<file path="src/logic/fan_mon_pkg.sv">
package fan_mon_pkg;

  // register byte offsets
  localparam logic [7:0] CFG_OFS        = 8'h00;
  localparam logic [7:0] ID_DIV_OFS     = 8'h04;
  localparam logic [7:0] FAN_A_VAL_OFS  = 8'h08;
  localparam logic [7:0] FAN_B_VAL_OFS  = 8'h0C;
  localparam logic [7:0] FAN_A_LIM_OFS  = 8'h10;
  localparam logic [7:0] FAN_B_LIM_OFS  = 8'h14;
  localparam logic [7:0] STATUS_OFS     = 8'h18;
  localparam logic [7:0] MASK_OFS       = 8'h1C;
  localparam logic [7:0] INTR_CLR_OFS   = 8'h20;

  // field positions
  localparam int unsigned CFG_START_BIT    = 0;
  localparam int unsigned CFG_INT_EN_BIT   = 1;
  localparam int unsigned CFG_INT_CLR_BIT  = 3;
  localparam int unsigned CFG_INTR_RST_BIT = 6;
  localparam int unsigned ICLR_RST_BIT     = 7;
  localparam int unsigned DIV_A_LSB        = 4;
  localparam int unsigned DIV_B_LSB        = 6;
  localparam int unsigned STAT_FAN_A       = 0;
  localparam int unsigned STAT_FAN_B       = 1;
  localparam int unsigned STAT_INTR        = 2;

  // values after reset
  localparam logic [7:0] CFG_RESET   = 8'h08;
  localparam logic [1:0] DIV_RESET   = 2'h1;
  localparam logic [7:0] LIMIT_RESET = 8'hFF;
  localparam logic [7:0] VALUE_RESET = 8'h00;
  localparam logic [2:0] MASK_RESET  = 3'h0;

  // timing
  localparam int unsigned CLK_HZ            = 125000000;
  localparam int unsigned REF_HZ            = 22500;
  localparam int unsigned REF_DIV_CYCLES    = CLK_HZ / REF_HZ;
  localparam int unsigned INTR_PULSE_MS     = 20;
  localparam int unsigned INTR_PULSE_CYCLES = INTR_PULSE_MS * ((CLK_HZ + 999) / 1000);

  typedef enum {FAN_IDLE, FAN_ARM, FAN_COUNT} fan_state_t;

  typedef struct packed {
    logic       done;
    logic [7:0] count;
  } fan_result_t;

endpackage

</file>
<file path="src/logic/fan_period_counter.sv">
`timescale 1ns/100ps
module fan_period_counter (
  // clock and reset
  input  wire logic                  pclk,
  input  wire logic                  presetn,
  // control
  input  wire logic                  run,
  input  wire logic                  ref_tick,
  input  wire logic [1:0]            div_sel,
  input  wire logic                  tach_level,
  // measurement
  output fan_mon_pkg::fan_result_t   result
);

  fan_mon_pkg::fan_state_t state_reg, state_next;
  logic       tach_prev_reg, tach_prev_next;
  logic       edge_seen_reg, edge_seen_next;
  logic [2:0] pre_reg, pre_next;
  logic [7:0] cnt_reg, cnt_next;
  fan_mon_pkg::fan_result_t res_reg, res_next;
  logic       rise;
  logic [3:0] div_val;
  logic [2:0] div_last;

  assign rise     = tach_level & ~tach_prev_reg;
  assign div_val  = 4'h1 << div_sel;
  assign div_last = 3'(div_val - 4'h1);
  assign result   = res_reg;

  always_comb begin
    state_next     = state_reg;
    tach_prev_next = tach_level;
    edge_seen_next = edge_seen_reg;
    pre_next       = pre_reg;
    cnt_next       = cnt_reg;
    res_next       = res_reg;
    res_next.done  = 1'b0;
    if (!run) begin
      state_next = fan_mon_pkg::FAN_IDLE;
    end else begin
      case (state_reg)
        fan_mon_pkg::FAN_IDLE: begin
          state_next = fan_mon_pkg::FAN_ARM;
        end
        fan_mon_pkg::FAN_ARM: begin
          if (rise) begin
            state_next     = fan_mon_pkg::FAN_COUNT;
            edge_seen_next = 1'b0;
            pre_next       = 3'h0;
            cnt_next       = 8'h00;
          end
        end
        fan_mon_pkg::FAN_COUNT: begin
          // reference ticks pass the prescaler before the period counter
          if (ref_tick) begin
            if (pre_reg >= div_last) begin
              pre_next = 3'h0;
              if (cnt_reg != 8'hFF) begin
                cnt_next = cnt_reg + 8'h01;
              end
            end else begin
              pre_next = pre_reg + 3'h1;
            end
          end
          if (rise) begin
            if (edge_seen_reg) begin
              // the closing edge opens the next measurement, so no period is lost
              res_next.done  = 1'b1;
              res_next.count = cnt_reg;
              edge_seen_next = 1'b0;
              pre_next       = 3'h0;
              cnt_next       = 8'h00;
            end else begin
              edge_seen_next = 1'b1;
            end
          end
        end
        default: begin
          state_next = fan_mon_pkg::FAN_IDLE;
        end
      endcase
    end
  end

  always_ff @(posedge pclk or negedge presetn) begin
    if (!presetn) begin
      state_reg     <= fan_mon_pkg::FAN_IDLE;
      tach_prev_reg <= 1'b0;
      edge_seen_reg <= 1'b0;
      pre_reg       <= 3'h0;
      cnt_reg       <= 8'h00;
      res_reg       <= '0;
    end else begin
      state_reg     <= state_next;
      tach_prev_reg <= tach_prev_next;
      edge_seen_reg <= edge_seen_next;
      pre_reg       <= pre_next;
      cnt_reg       <= cnt_next;
      res_reg       <= res_next;
    end
  end

endmodule

</file>
<file path="src/logic/fan_monitor.sv">
// The implementer's own choices: the register offsets and register access over APB.
`timescale 1ns/100ps
module fan_monitor #(
  parameter int unsigned REF_DIV_CYCLES    = fan_mon_pkg::REF_DIV_CYCLES,
  parameter int unsigned INTR_PULSE_CYCLES = fan_mon_pkg::INTR_PULSE_CYCLES
) (
  // clock and reset
  input  wire logic        pclk,
  input  wire logic        presetn,
  // apb slave
  input  wire logic        psel,
  input  wire logic        penable,
  input  wire logic        pwrite,
  input  wire logic [7:0]  paddr,
  input  wire logic [31:0] pwdata,
  output logic [31:0]      prdata,
  output logic             pready,
  output logic             pslverr,
  // fan tachometers
  input  wire logic        tach_in_a,
  input  wire logic        tach_in_b,
  // cpu id straps
  input  wire logic [3:0]  cpu_id_inputs,
  // chassis intrusion, open drain
  input  wire logic        intrusion_pin_i,
  output logic             intrusion_pin_o,
  output logic             intrusion_pin_oe,
  // interrupt
  output logic             int_n
);

  localparam int unsigned REF_W   = $clog2(REF_DIV_CYCLES + 1);
  localparam int unsigned PULSE_W = $clog2(INTR_PULSE_CYCLES + 1);
  localparam int unsigned NPIN    = 7;

  // pin synchronisers: tach a, tach b, intrusion, cpu id
  logic [NPIN-1:0] sync1_reg, sync2_reg, sync3_reg, lvl_reg, lvl_next;
  logic [NPIN-1:0] pins;

  assign pins = {cpu_id_inputs, intrusion_pin_i, tach_in_b, tach_in_a};

  always_comb begin
    lvl_next = lvl_reg;
    for (int i = 0; i < NPIN; i++) begin
      // a change is taken only once the last two stages agree
      if (sync2_reg[i] == sync3_reg[i]) begin
        lvl_next[i] = sync3_reg[i];
      end
    end
  end

  always_ff @(posedge pclk or negedge presetn) begin
    if (!presetn) begin
      sync1_reg <= '0;
      sync2_reg <= '0;
      sync3_reg <= '0;
      lvl_reg   <= '0;
    end else begin
      sync1_reg <= pins;
      sync2_reg <= sync1_reg;
      sync3_reg <= sync2_reg;
      lvl_reg   <= lvl_next;
    end
  end

  // registers
  logic [7:0] cfg_reg, cfg_next;
  logic [1:0] div_a_reg, div_a_next;
  logic [1:0] div_b_reg, div_b_next;
  logic [7:0] val_a_reg, val_a_next;
  logic [7:0] val_b_reg, val_b_next;
  logic [7:0] lim_a_reg, lim_a_next;
  logic [7:0] lim_b_reg, lim_b_next;
  logic [2:0] status_reg, status_next;
  logic [2:0] mask_reg, mask_next;
  logic [31:0] prdata_reg, prdata_next;
  logic        int_n_reg, int_n_next;

  logic        run;
  logic        setup, wr, rd_access;
  logic        hit;
  logic [31:0] rd_data;
  logic        pulse_start;

  fan_mon_pkg::fan_result_t res_a, res_b;

  // both fans and the rest of the loop share this one start condition
  assign run       = cfg_reg[fan_mon_pkg::CFG_START_BIT]
                   & ~cfg_reg[fan_mon_pkg::CFG_INT_CLR_BIT];
  assign setup     = psel & ~penable;
  assign wr        = psel & penable & pwrite;
  assign rd_access = psel & penable & ~pwrite;

  // reference clock, gated by the monitoring loop
  logic [REF_W-1:0] ref_cnt_reg, ref_cnt_next;
  logic             ref_tick_reg, ref_tick_next;

  always_comb begin
    ref_cnt_next  = ref_cnt_reg;
    ref_tick_next = 1'b0;
    if (!run) begin
      ref_cnt_next = '0;
    end else if (ref_cnt_reg == REF_W'(REF_DIV_CYCLES - 1)) begin
      ref_cnt_next  = '0;
      ref_tick_next = 1'b1;
    end else begin
      ref_cnt_next = ref_cnt_reg + REF_W'(1);
    end
  end

  always_ff @(posedge pclk or negedge presetn) begin
    if (!presetn) begin
      ref_cnt_reg  <= '0;
      ref_tick_reg <= 1'b0;
    end else begin
      ref_cnt_reg  <= ref_cnt_next;
      ref_tick_reg <= ref_tick_next;
    end
  end

  fan_period_counter u_fan_a (
    .pclk       (pclk),
    .presetn    (presetn),
    .run        (run),
    .ref_tick   (ref_tick_reg),
    .div_sel    (div_a_reg),
    .tach_level (lvl_reg[0]),
    .result     (res_a)
  );

  fan_period_counter u_fan_b (
    .pclk       (pclk),
    .presetn    (presetn),
    .run        (run),
    .ref_tick   (ref_tick_reg),
    .div_sel    (div_b_reg),
    .tach_level (lvl_reg[1]),
    .result     (res_b)
  );

  // read decode
  always_comb begin
    hit     = 1'b1;
    rd_data = 32'h0000_0000;
    if (paddr == fan_mon_pkg::CFG_OFS) begin
      rd_data[7:0] = cfg_reg;
    end else if (paddr == fan_mon_pkg::ID_DIV_OFS) begin
      rd_data[7:0] = {div_b_reg, div_a_reg, lvl_reg[6:3]};
    end else if (paddr == fan_mon_pkg::FAN_A_VAL_OFS) begin
      rd_data[7:0] = val_a_reg;
    end else if (paddr == fan_mon_pkg::FAN_B_VAL_OFS) begin
      rd_data[7:0] = val_b_reg;
    end else if (paddr == fan_mon_pkg::FAN_A_LIM_OFS) begin
      rd_data[7:0] = lim_a_reg;
    end else if (paddr == fan_mon_pkg::FAN_B_LIM_OFS) begin
      rd_data[7:0] = lim_b_reg;
    end else if (paddr == fan_mon_pkg::STATUS_OFS) begin
      rd_data[2:0] = status_reg;
    end else if (paddr == fan_mon_pkg::MASK_OFS) begin
      rd_data[2:0] = mask_reg;
    end else if (paddr == fan_mon_pkg::INTR_CLR_OFS) begin
      rd_data = 32'h0000_0000;
    end else begin
      hit = 1'b0;
    end
  end

  assign pready      = 1'b1;
  assign pslverr     = psel & penable & ~hit;
  assign prdata      = prdata_reg;
  assign pulse_start = wr & ((paddr == fan_mon_pkg::CFG_OFS
                             & pwdata[fan_mon_pkg::CFG_INTR_RST_BIT])
                           | (paddr == fan_mon_pkg::INTR_CLR_OFS
                             & pwdata[fan_mon_pkg::ICLR_RST_BIT]));

  always_comb begin
    cfg_next    = cfg_reg;
    div_a_next  = div_a_reg;
    div_b_next  = div_b_reg;
    val_a_next  = val_a_reg;
    val_b_next  = val_b_reg;
    lim_a_next  = lim_a_reg;
    lim_b_next  = lim_b_reg;
    status_next = status_reg;
    mask_next   = mask_reg;
    prdata_next = prdata_reg;
    // read data is caught in the setup cycle so it comes from a flop
    if (setup) begin
      prdata_next = pwrite ? 32'h0000_0000 : rd_data;
    end
    if (wr) begin
      if (paddr == fan_mon_pkg::CFG_OFS) begin
        // bit 6 is a strobe and is never stored
        cfg_next = 8'h00;
        cfg_next[fan_mon_pkg::CFG_START_BIT]   = pwdata[fan_mon_pkg::CFG_START_BIT];
        cfg_next[fan_mon_pkg::CFG_INT_EN_BIT]  = pwdata[fan_mon_pkg::CFG_INT_EN_BIT];
        cfg_next[fan_mon_pkg::CFG_INT_CLR_BIT] = pwdata[fan_mon_pkg::CFG_INT_CLR_BIT];
      end else if (paddr == fan_mon_pkg::ID_DIV_OFS) begin
        div_a_next = pwdata[fan_mon_pkg::DIV_A_LSB +: 2];
        div_b_next = pwdata[fan_mon_pkg::DIV_B_LSB +: 2];
      end else if (paddr == fan_mon_pkg::FAN_A_LIM_OFS) begin
        lim_a_next = pwdata[7:0];
      end else if (paddr == fan_mon_pkg::FAN_B_LIM_OFS) begin
        lim_b_next = pwdata[7:0];
      end else if (paddr == fan_mon_pkg::MASK_OFS) begin
        mask_next = pwdata[2:0];
      end
    end
    // only the bits the reader actually saw are cleared
    if (rd_access && paddr == fan_mon_pkg::STATUS_OFS) begin
      status_next = status_reg & ~prdata_reg[2:0];
    end
    // hardware updates land after the clear, so a coincident event wins
    if (res_a.done) begin
      val_a_next                          = res_a.count;
      status_next[fan_mon_pkg::STAT_FAN_A] = res_a.count > lim_a_reg;
    end
    if (res_b.done) begin
      val_b_next                          = res_b.count;
      status_next[fan_mon_pkg::STAT_FAN_B] = res_b.count > lim_b_reg;
    end
    if (lvl_reg[2]) begin
      status_next[fan_mon_pkg::STAT_INTR] = 1'b1;
    end
  end

  // interrupt pin: masked status ored, gated by enable and clear
  always_comb begin
    int_n_next = ~(cfg_reg[fan_mon_pkg::CFG_INT_EN_BIT]
                 & ~cfg_reg[fan_mon_pkg::CFG_INT_CLR_BIT]
                 & |(status_reg & ~mask_reg));
  end

  always_ff @(posedge pclk or negedge presetn) begin
    if (!presetn) begin
      cfg_reg    <= fan_mon_pkg::CFG_RESET;
      div_a_reg  <= fan_mon_pkg::DIV_RESET;
      div_b_reg  <= fan_mon_pkg::DIV_RESET;
      val_a_reg  <= fan_mon_pkg::VALUE_RESET;
      val_b_reg  <= fan_mon_pkg::VALUE_RESET;
      lim_a_reg  <= fan_mon_pkg::LIMIT_RESET;
      lim_b_reg  <= fan_mon_pkg::LIMIT_RESET;
      status_reg <= 3'h0;
      mask_reg   <= fan_mon_pkg::MASK_RESET;
      prdata_reg <= 32'h0000_0000;
      int_n_reg  <= 1'b1;
    end else begin
      cfg_reg    <= cfg_next;
      div_a_reg  <= div_a_next;
      div_b_reg  <= div_b_next;
      val_a_reg  <= val_a_next;
      val_b_reg  <= val_b_next;
      lim_a_reg  <= lim_a_next;
      lim_b_reg  <= lim_b_next;
      status_reg <= status_next;
      mask_reg   <= mask_next;
      prdata_reg <= prdata_next;
      int_n_reg  <= int_n_next;
    end
  end

  assign int_n = int_n_reg;

  // intrusion latch reset pulse; a new request restarts the full width
  logic [PULSE_W-1:0] pulse_cnt_reg, pulse_cnt_next;

  always_comb begin
    pulse_cnt_next = pulse_cnt_reg;
    if (pulse_start) begin
      pulse_cnt_next = PULSE_W'(INTR_PULSE_CYCLES);
    end else if (pulse_cnt_reg != '0) begin
      pulse_cnt_next = pulse_cnt_reg - PULSE_W'(1);
    end
  end

  always_ff @(posedge pclk or negedge presetn) begin
    if (!presetn) begin
      pulse_cnt_reg <= '0;
    end else begin
      pulse_cnt_reg <= pulse_cnt_next;
    end
  end

  assign intrusion_pin_o  = 1'b0;
  assign intrusion_pin_oe = pulse_cnt_reg != '0;

endmodule

</file>
<file path="config.mk">
export PLATFORM = sky130hd
export DESIGN_NAME = fan_monitor
export DESIGN_NICKNAME = d
export VERILOG_FILES = /design/src/logic/fan_mon_pkg.sv /design/src/logic/fan_period_counter.sv /design/src/logic/fan_monitor.sv
export SDC_FILE = /design/constraint.sdc
export NUM_CORES = 1
export LEC_CHECK = 0
export BUFFER_PORTS_ARGS = -buffer_cell sky130_fd_sc_hd__buf_2
export CAP_MARGIN = 0
export CORE_MARGIN = 8
export CORE_UTILIZATION = 46
export CTS_CLUSTER_SIZE = 24
export DETAILED_ROUTE_END_ITERATION = 16
export MAX_ROUTING_LAYER = met4
export PLACE_DENSITY = 0.74
export SLEW_MARGIN = 10
export SYNTH_ARGS = -nofsm -noshare
export SYNTH_HDL_FRONTEND = slang
export SYNTH_SLANG_ARGS = --single-unit
export TNS_END_PERCENT = 20
</file>
<file path="constraint.sdc">
create_clock -name pclk -period 2.3 [get_ports pclk]
set_input_delay 0.46 -clock pclk [delete_from_list [all_inputs] [get_ports pclk]]
set_output_delay 0.46 -clock pclk [all_outputs]
set_load 0.005 [all_outputs]
</file>
==> results of run 1 <==
-- worst reg2reg max path, delay by kind of cell, from the launching register on --
kind	cells	cell delay, ps
flip-flops	1	420
AND/OR/NAND/NOR	4	1560
-- cell usage in the layout (no fill, tap or decap), drive strengths merged, types with 23 or more instances in the layout --
master	n
xnor2	28
a21oi	42
conb	26
nor2	71
buf	71
nand2	48
mux2	59
ha	38
o21ai	23
inv	47
dfrtp	146
-- metrics by stage --
step | instances | area [um^2] | setup slack [ps] | setup TNS, ps | util (%)
after floorplan | 796 | 8400 | 290 | 0 | -
after global placement | 1044 | 8830 | 161 | 0 | 49.5
after detailed placement | 1044 | 8830 | 143 | 0 | 49.5
after CTS | 1082 | 9490 | -32.5 | -32.5 | 53.2
after global routing | 1084 | 9530 | -65.8 | -65.8 | 53.4
final | 1084 | 9530 | 3.58 | 0 | 53.4
-- cell families (layout without fill, tap and decap cells) --
logic type / after synthesis / in the layout
AND/OR/NAND/NOR: 256 / 256
flip-flops: 166 / 166
AO/OA/AOI/OAI: 113 / 113
buffers and inverters: 85 / 144
multiplexers: 69 / 69
adder cells (fa/ha/maj): 45 / 45
XOR/XNOR: 36 / 36
other: 2 / 26
-- worst max-delay path by stage --
stage	from	end	slack [ps]
2_1_floorplan	div_b_reg[1]	u_fan_b.cnt_reg[3]	290
3_3_place_gp	div_a_reg[0]	u_fan_a.cnt_reg[1]	160
3_5_place_dp	div_b_reg[0]	u_fan_b.cnt_reg[2]	140
4_1_cts	pulse_cnt_reg[20]	intrusion_pin_oe	-30
5_1_grt	pulse_cnt_reg[20]	intrusion_pin_oe	-70
6_report	pulse_cnt_reg[20]	intrusion_pin_oe	4
-- routing by layer --
metal | global-route usage (%) | vias up
met5 | - | -
met4 | 7.75 | 0
met3 | 3.61 | 34
met2 | 25.8 | 158
met1 | 19.7 | 2837
li1 | - | 2833
-- timing repair --
| item | 4_1_cts | 5_1_grt |
|---|---|---|
| setup endpoints to repair | 1 | 12 |
| hold buffers | 1 | 0 |
| hold endpoints to repair | 29 | 0 |
| buffers inserted | 5 | 2 |
| gates resized for setup | 0 | 6 |
| pin swaps | 3 | 1 |
-- power by group through the flow --
stage	sequential [mW]	combinational [mW]	clock, mW
3_5_place_dp	3.20	0.469	0
5_1_grt	3.17	0.534	3.06
4_1_cts	3.15	0.477	2.92
2_1_floorplan	3.18	0.324	0
6_report	3.15	0.474	2.86
3_3_place_gp	3.20	0.454	0
-- layout make-up --
| cell class | instances | area [um^2] |
|---|---|---|
| clock buffer | 17 | 425 |
| clock inverter | 15 | 191 |
| fill | 1509 | 8310 |
| inverter | 40 | 150 |
| multi-input combinational | 545 | 3820 |
| sequential | 166 | 4180 |
| tap | 229 | 287 |
| timing repair buffer | 72 | 479 |
==> impl_metrics.tcl, run 1 <==
set metrics [dict create \
    timing.final.crit_share_pct 99.8 \
    slowest_delay_ps 560 \
    synth_common_cells "dfrtp_1, nor2_1, mux2_2" \
    grt_usage_pct 16.4 \
    hold_viol 0 \
    path_buf_inv 1 \
    setup_viol 0 \
    wl_met3_um 923 \
    drcViolationCount 0 \
    areaGrowthSynthToFinish_pct 14.7 \
    slowest_stage "or4_4" \
    die_h_um 150 \
    hp-start "intrusion_pin_i" \
    io_pins 89 \
    largest_reg_flops 22 \
    max-clock-path-buffers 2 \
    switchingPower_mw 1.75 \
    std_cell_rows 49 \
    switching_share_pct 27.0 \
    yosys_warnings 0 \
    slew-limit-headroom_pct 49.8 \
    synth_edf_count 0 \
    critPathKind "reg -> out" \
    globalRoute.totalOverflow 0 \
    rsz0062_at_grt "true" \
    core_region_area_um2 17800 \
    async_flop_share_pct 100 \
    netlist_instances 772 \
    die_w_um 150 \
    hold_path_depth 1 \
    avgRoutedWirePerCell_um 15.8 \
    drv_cap 0 \
    p_comb_share_pct 7.3 \
    seqPwrFrac_pct 48.6 \
    power_density_nw_per_um2 681 \
    r2r-start "ref_cnt_reg[6]" \
    viasPerCell 5.41 \
    worstSetupStartpointType "register" \
    synth_area_per_cell_um2 10.8 \
    dr.pass1.iters 4 \
    path_clk_slew_ps 80 \
    highest_layer "met4" \
    grt_max_degree 61 \
    cts_tree "built" \
    clock_power_share_pct 44.1 \
    clk_latency_ps 430 \
    r2r_setup_slack_ps 180 \
    skew_ps 13.7 \
    final_nets 932 \
    first_iter_violations 207 \
    muxShareOfSynthArea_pct 9.50 \
    fmax_mhz 435 \
    irDropWorstVdd_v 0.000476 \
    via_count 5862 \
    drtAntennaViolNets 0 \
    synth.distinct_cells 59 \
    p_leak_nw 4.17 \
    cp-end-kind "primary output" \
    slew_violations 0 \
    min_to "sync1_reg[2]" \
    portBuffers 38 \
    holdCritPathClass "in -> reg" \
    critPathRequiredTime_ps 1840 \
    grt_first_pass_wirelength_um 28600 \
    synth_xor_area_share_pct 3.80 \
    cp.depth 4 \
    arrival_ps 1840 \
    ys_ff_latch 166 \
    synth_top_area_share_pct 44.0 \
    antenna_found_initial 0 \
    dp_hpwl_um 12300 \
    gp_congestion 0.913 \
    cts-root-buf "clkbuf_16" \
    wl_met1_um 7590 \
    ys.flop_type "dfrtp_1" \
    grt_pass1_vias 5977 \
    synth_area_leaders "dfrtp_1, mux2_2, dfstp_2" \
    intPower_mw 4.74 \
    total_power_mw 6.49 \
    synth_most_common_cell "dfrtp_1" \
    run_status "completed" \
    cts_buffers 17 \
    yosys.area_share.adder_pct 6.57 \
    crit_fanout 2 \
    n_antenna_cell 0 \
    synth_top_family_by_area "simple AND/OR/NAND/NOR gates" \
    synth-compound-area-share_pct 8.77 \
    period_minus_slack_ps 2300 \
    rr_endpoint "ref_cnt_reg[7]" \
    start_util_pct 46.6 \
    synth.yosys.seq_area_share_pct 50.3 \
    syn_area_um2 8310 \
    drt_wl_total_um 17100 \
    drive_above_1_share_pct 23.6 \
    synthSimpleGateAreaFrac_pct 15.9 \
    critPathTopFamily "simple AND/OR/NAND/NOR gates" \
    worstPathCellList "or4_4 > nor3b_4 > nand3_2 > buf_2" \
    wl_met2_um 8120 \
    cts.sinks 166 \
    holdWs_ps 130 \
    reg2reg_depth 4 \
    worst_pin_slew_ps 749 \
    yosys.area.top_type "dfrtp_1" \
    htree_levels 4 \
    die_area_um2 22600 \
]
(Power assumes the default switching activity.)
==> inputs of run 2 (changes only) <==
==> constraint.sdc (replaced) <==
create_clock -name pclk -period 2.9 [get_ports pclk]
set_input_delay 0.58 -clock pclk [delete_from_list [all_inputs] [get_ports pclk]]
set_output_delay 0.58 -clock pclk [all_outputs]
set_load 0.005 [all_outputs]
==> run 2 against run 1 <==
Against the previous run:
- clock power is 22% lower
- die area is the same
- critical endpoint unchanged
- register-to-register slack better by 280 ps
- power down 22%
- hold slack got worse by 7.9 ps
- final cell count is 1.8% lower
- largest power group unchanged
==> impl_metrics.tcl, run 2 (synthesis results as in run 1) <==
set metrics [dict create \
    areaGrowthSynthToFinish_pct 12.2 \
    p_comb_share_pct 6.9 \
    first_iter_violations 336 \
    holdWs_ps 122 \
    hold_viol 0 \
    start_util_pct 46.6 \
    pre_cts_ws_ps 489 \
    cts-root-buf "clkbuf_16" \
    max-clock-path-buffers 2 \
    finalWorstSetupSlack_ps 292 \
    intPower_mw 3.73 \
    die_area_um2 22600 \
    clk_latency_ps 430 \
    drtAntennaViolNets 0 \
    rsz0062_at_grt "false" \
    largest_reg_flops 22 \
    timing.final.crit_share_pct 89.9 \
    critPathRequiredTime_ps 2320 \
    cts_resized 0 \
    dr.pass1.iters 5 \
    clock_power_share_pct 43.9 \
    switching_share_pct 26.6 \
    gp_congestion 0.919 \
    grt_max_degree 62 \
    final_nets 912 \
    drv_cap 0 \
    fmax_mhz 383 \
    irDropWorstVdd_v 0.000388 \
    slowest_stage "or4_4" \
    cts.hold.buffers_added 0 \
    layout_common_cells "dfrtp_1, nor2_1, mux2_2" \
    die_h_um 150 \
    cts.sinks 166 \
    io_pins 89 \
    power_density_nw_per_um2 545 \
    skew_ps 11.0 \
    worstSetupStartpointType "register" \
    path_clk_slew_ps 80 \
    tns_ps 0 \
    viasPerCell 5.36 \
    setup_viol 0 \
    holdCritPathClass "in -> async" \
    run_status "completed" \
    cts_tree "built" \
    globalRoute.totalOverflow 0 \
    grt_first_pass_wirelength_um 27600 \
    std_cell_rows 49 \
    grt_pass1_vias 5602 \
    die_w_um 150 \
    crit_fanout 7 \
    postPlaceCellArea_um2 8710 \
    critPathTopFamily "simple AND/OR/NAND/NOR gates" \
    n_antenna_cell 0 \
    worstPathCellList "or4_4 > nor3b_4 > nand3_2 > buf_2" \
    worst_pin_slew_ps 704 \
    switchingPower_mw 1.35 \
    postCtsSetupRepairBufs 0 \
    arrival_ps 2030 \
    seqPwrFrac_pct 49.2 \
    slowest_delay_ps 560 \
    fin_area_um2 9320 \
    critPathKind "reg -> out" \
    slew-limit-headroom_pct 52.6 \
    cts_buffers 17 \
    drive_above_1_share_pct 21.3 \
    slew_violations 0 \
    period_minus_slack_ps 2610 \
    cp-end-kind "primary output" \
    htree_levels 4 \
    drcViolationCount 0 \
    dp_hpwl_um 12300 \
    p_leak_nw 4.05 \
    via_count 5706 \
    layout_commonest_cell "dfrtp_1" \
    core_region_area_um2 17800 \
    antenna_found_initial 0 \
    drt_wl_total_um 16600 \
    avgRoutedWirePerCell_um 15.6 \
    grt_usage_pct 15.8 \
    portBuffers 38 \
    path_buf_inv 1 \
]
run 2: cell types whose count changed in the layout (fill, tap and decap cells not counted), sizes merged:
cell	delta
buf	-19
clkinv	-1
clkinvlp	+1
dlygate4sd3	-1
run 2: power by group through the flow:
stage	clock, mW	sequential, mW	combinational, mW
after floorplan	0	2.52	0.257
after global routing	2.37	2.51	0.399
after global placement	0	2.54	0.343
after detailed placement	0	2.54	0.355
final	2.23	2.50	0.350
after CTS	2.28	2.50	0.354
run 2: area by class of cell:
class,instances,area [um^2]
timing repair buffer,52,302
clock inverter,15,180
clock buffer,17,425
tap,229,287
fill,1558,8520
inverter,40,150
multi-input combinational,545,3790
sequential,166,4180
run 2: final timing paths:
check                                  startpoint                  to  slack [ps]  depth (start not counted)
min in group pclk                cpu_id_inputs[2]        sync1_reg[5]         250                          1
worst min-delay path                      presetn        sync3_reg[0]         120                          1
max in group asynchronous                 presetn        lim_a_reg[0]        1940                          2
worst max register to register       div_b_reg[1]  u_fan_b.cnt_reg[2]         460                          7
worst min register to register       sync1_reg[1]        sync2_reg[1]         350                          0
worst max-delay path            pulse_cnt_reg[18]    intrusion_pin_oe         290                          4
run 2: stage by stage:
step | power [mW] | utilization, % | cells
2_1_floorplan | 2.78 | - | 796
3_3_place_gp | 2.89 | 48.8 | 1032
3_5_place_dp | 2.90 | 48.8 | 1032
4_1_cts | 5.13 | 52.2 | 1064
5_1_grt | 5.28 | 52.2 | 1064
6_report | 5.08 | 52.2 | 1064
run 2: metal layers:
| metal | wire length [um] | global-route usage [%] | up-vias |
|---|---|---|---|
| met2 | 7760 | 24.2 | 137 |
| met4 | 381 | 5.70 | 0 |
| met5 | 0 | - | - |
| met3 | 788 | 3.76 | 31 |
| li1 | - | - | 2777 |
| met1 | 7660 | 20.0 | 2761 |
==> inputs of run 3 (changes only) <==
--- a/config.mk
+++ b/config.mk
@@ -7,7 +7,6 @@
 export LEC_CHECK = 0
 export BUFFER_PORTS_ARGS = -buffer_cell sky130_fd_sc_hd__buf_2
 export CAP_MARGIN = 0
-export CORE_MARGIN = 8
 export CORE_UTILIZATION = 46
 export CTS_CLUSTER_SIZE = 24
 export DETAILED_ROUTE_END_ITERATION = 16
==> run 3 against run 2 <==
Against the previous run:
- clock-buffer cell count stayed put
- die area is 18% lower
- first-iteration DRC count is 27% lower
- register-to-register slack better by 50 ps
- fmax is 1.8% higher
- global-route usage is 4.2 points higher
- power is 1.5% lower
- utilization is 0.81 points higher
- sequential power hardly changed
- non-clock buffer count is 3 lower
- largest power group unchanged
- sequential share of layout area is 0.24 points higher
==> impl_metrics.tcl, run 3 (synthesis results as in run 1) <==
set metrics [dict create \
    run_status "completed" \
    via_count 5728 \
    skew_ps 9.73 \
    avgRoutedWirePerCell_um 15.4 \
    arrival_ps 1980 \
    portBuffers 38 \
    hold_viol 0 \
    timing.final.crit_share_pct 88.3 \
    io_pins 89 \
    grt_pass1_vias 5618 \
    die_area_um2 18600 \
    areaGrowthSynthToFinish_pct 11.6 \
    pre_cts_ws_ps 547 \
    cp-end-kind "primary output" \
    critPathKind "reg -> out" \
    dr.pass1.iters 5 \
    slew_violations 0 \
    cts.sinks 166 \
    cts_resized 0 \
    grt_max_degree 71 \
    setup_viol 0 \
    power_density_nw_per_um2 540 \
    grt_first_pass_wirelength_um 27900 \
    num-fill-cells 1530 \
    viasPerCell 5.42 \
    r2r-start "div_b_reg[1]" \
    finalWorstSetupSlack_ps 339 \
    drt_wl_total_um 16300 \
    htree_levels 4 \
    irDropWorstVdd_v 0.000370 \
    antenna_found_initial 0 \
    period_minus_slack_ps 2560 \
    holdCritPathClass "in -> async" \
    worst_pin_slew_ps 804 \
    cts_buffers 17 \
    slew-limit-headroom_pct 46.2 \
    clk_latency_ps 430 \
    seq_area_um2 4180 \
    drive_above_1_share_pct 21.0 \
    largest_reg_flops 22 \
    postCtsSetupRepairBufs 0 \
    first_iter_violations 244 \
    drtAntennaViolNets 0 \
    final_nets 909 \
    rsz0062_at_grt "false" \
    layout_commonest_cell "dfrtp_1" \
    worstSetupStartpointType "register" \
    tns_ps 0 \
    path_clk_slew_ps 70 \
    grt_usage_pct 19.9 \
    drv_cap 0 \
    dp_hpwl_um 11700 \
    multi_input_area_um2 3790 \
    gp_congestion 0.901 \
    fmax_mhz 390 \
    crit_fanout 7 \
    std_cell_rows 48 \
    core_region_area_um2 17500 \
    max-clock-path-buffers 2 \
    drcViolationCount 0 \
    die_w_um 136 \
    cts-root-buf "clkbuf_16" \
    critPathRequiredTime_ps 2320 \
    layout_common_cells "dfrtp_1, nor2_1, mux2_2" \
    die_h_um 136 \
    start_util_pct 47.5 \
    n_antenna_cell 0 \
    critical_path.startpoint "pulse_cnt_reg[19]" \
    reg2reg_depth 7 \
    globalRoute.totalOverflow 0 \
    p_leak_nw 4.03 \
    cts_tree "built" \
    cts.hold.buffers_added 0 \
]
==> run 3: worst max-delay path: stages, from the launching register on <==
cell and delay (ps):
dfrtp_1 410, or4_4 560, nor3b_4 210, nand3_2 190
buf_2 180
==> run 3: area by class of cell <==
type / count / area share [%]
Clock inverter: 15 / 1.44
Multi-Input combinational cell: 545 / 40.9
Timing Repair Buffer: 49 / 3.28
Sequential cell: 166 / 45.1
Inverter: 40 / 1.62
Tap cell: 225 / 3.04
Clock buffer: 17 / 4.59
==> run 3: worst paths after layout <==
kind / slack [ps] / endpoint
min in group pclk: 250 / sync1_reg[6]
max in group asynchronous: 1970 / div_b_reg[0]
worst max-delay path: 340 / intrusion_pin_oe
worst min register to register: 350 / sync2_reg[1]
worst max register to register: 510 / u_fan_b.cnt_reg[5]
worst min-delay path: 150 / sync1_reg[1]
==> run 3: metrics by stage <==
stage / util, % / instance area (um^2) / hold slack (ps) / power [mW] / cells
detailed placement: 49.8 / 8710 / 336 / 2.90 / 1025
CTS: 53.0 / 9270 / 187 / 5.05 / 1057
global route: 53.0 / 9270 / 223 / 5.21 / 1057
floorplan: - / 8400 / 284 / 2.78 / 796
global placement: 49.8 / 8710 / 334 / 2.89 / 1025
finish: 53.0 / 9270 / 148 / 5.00 / 1057
==> run 3: report_power, final <==
group          internal [mW]  switching [mW]
Combinational          0.154           0.196
Sequential              2.41          0.0943
Clock                   1.13            1.01
==> run 3: metal layers <==
layer | global-route usage, % | part of all wire, % | vias up
li1 | - | - | 2776
met1 | 26.0 | 47 | 2791
met2 | 30.9 | 47 | 131
met3 | 3.58 | 3.6 | 30
met4 | 7.47 | 2.3 | 0
met5 | - | 0 | -
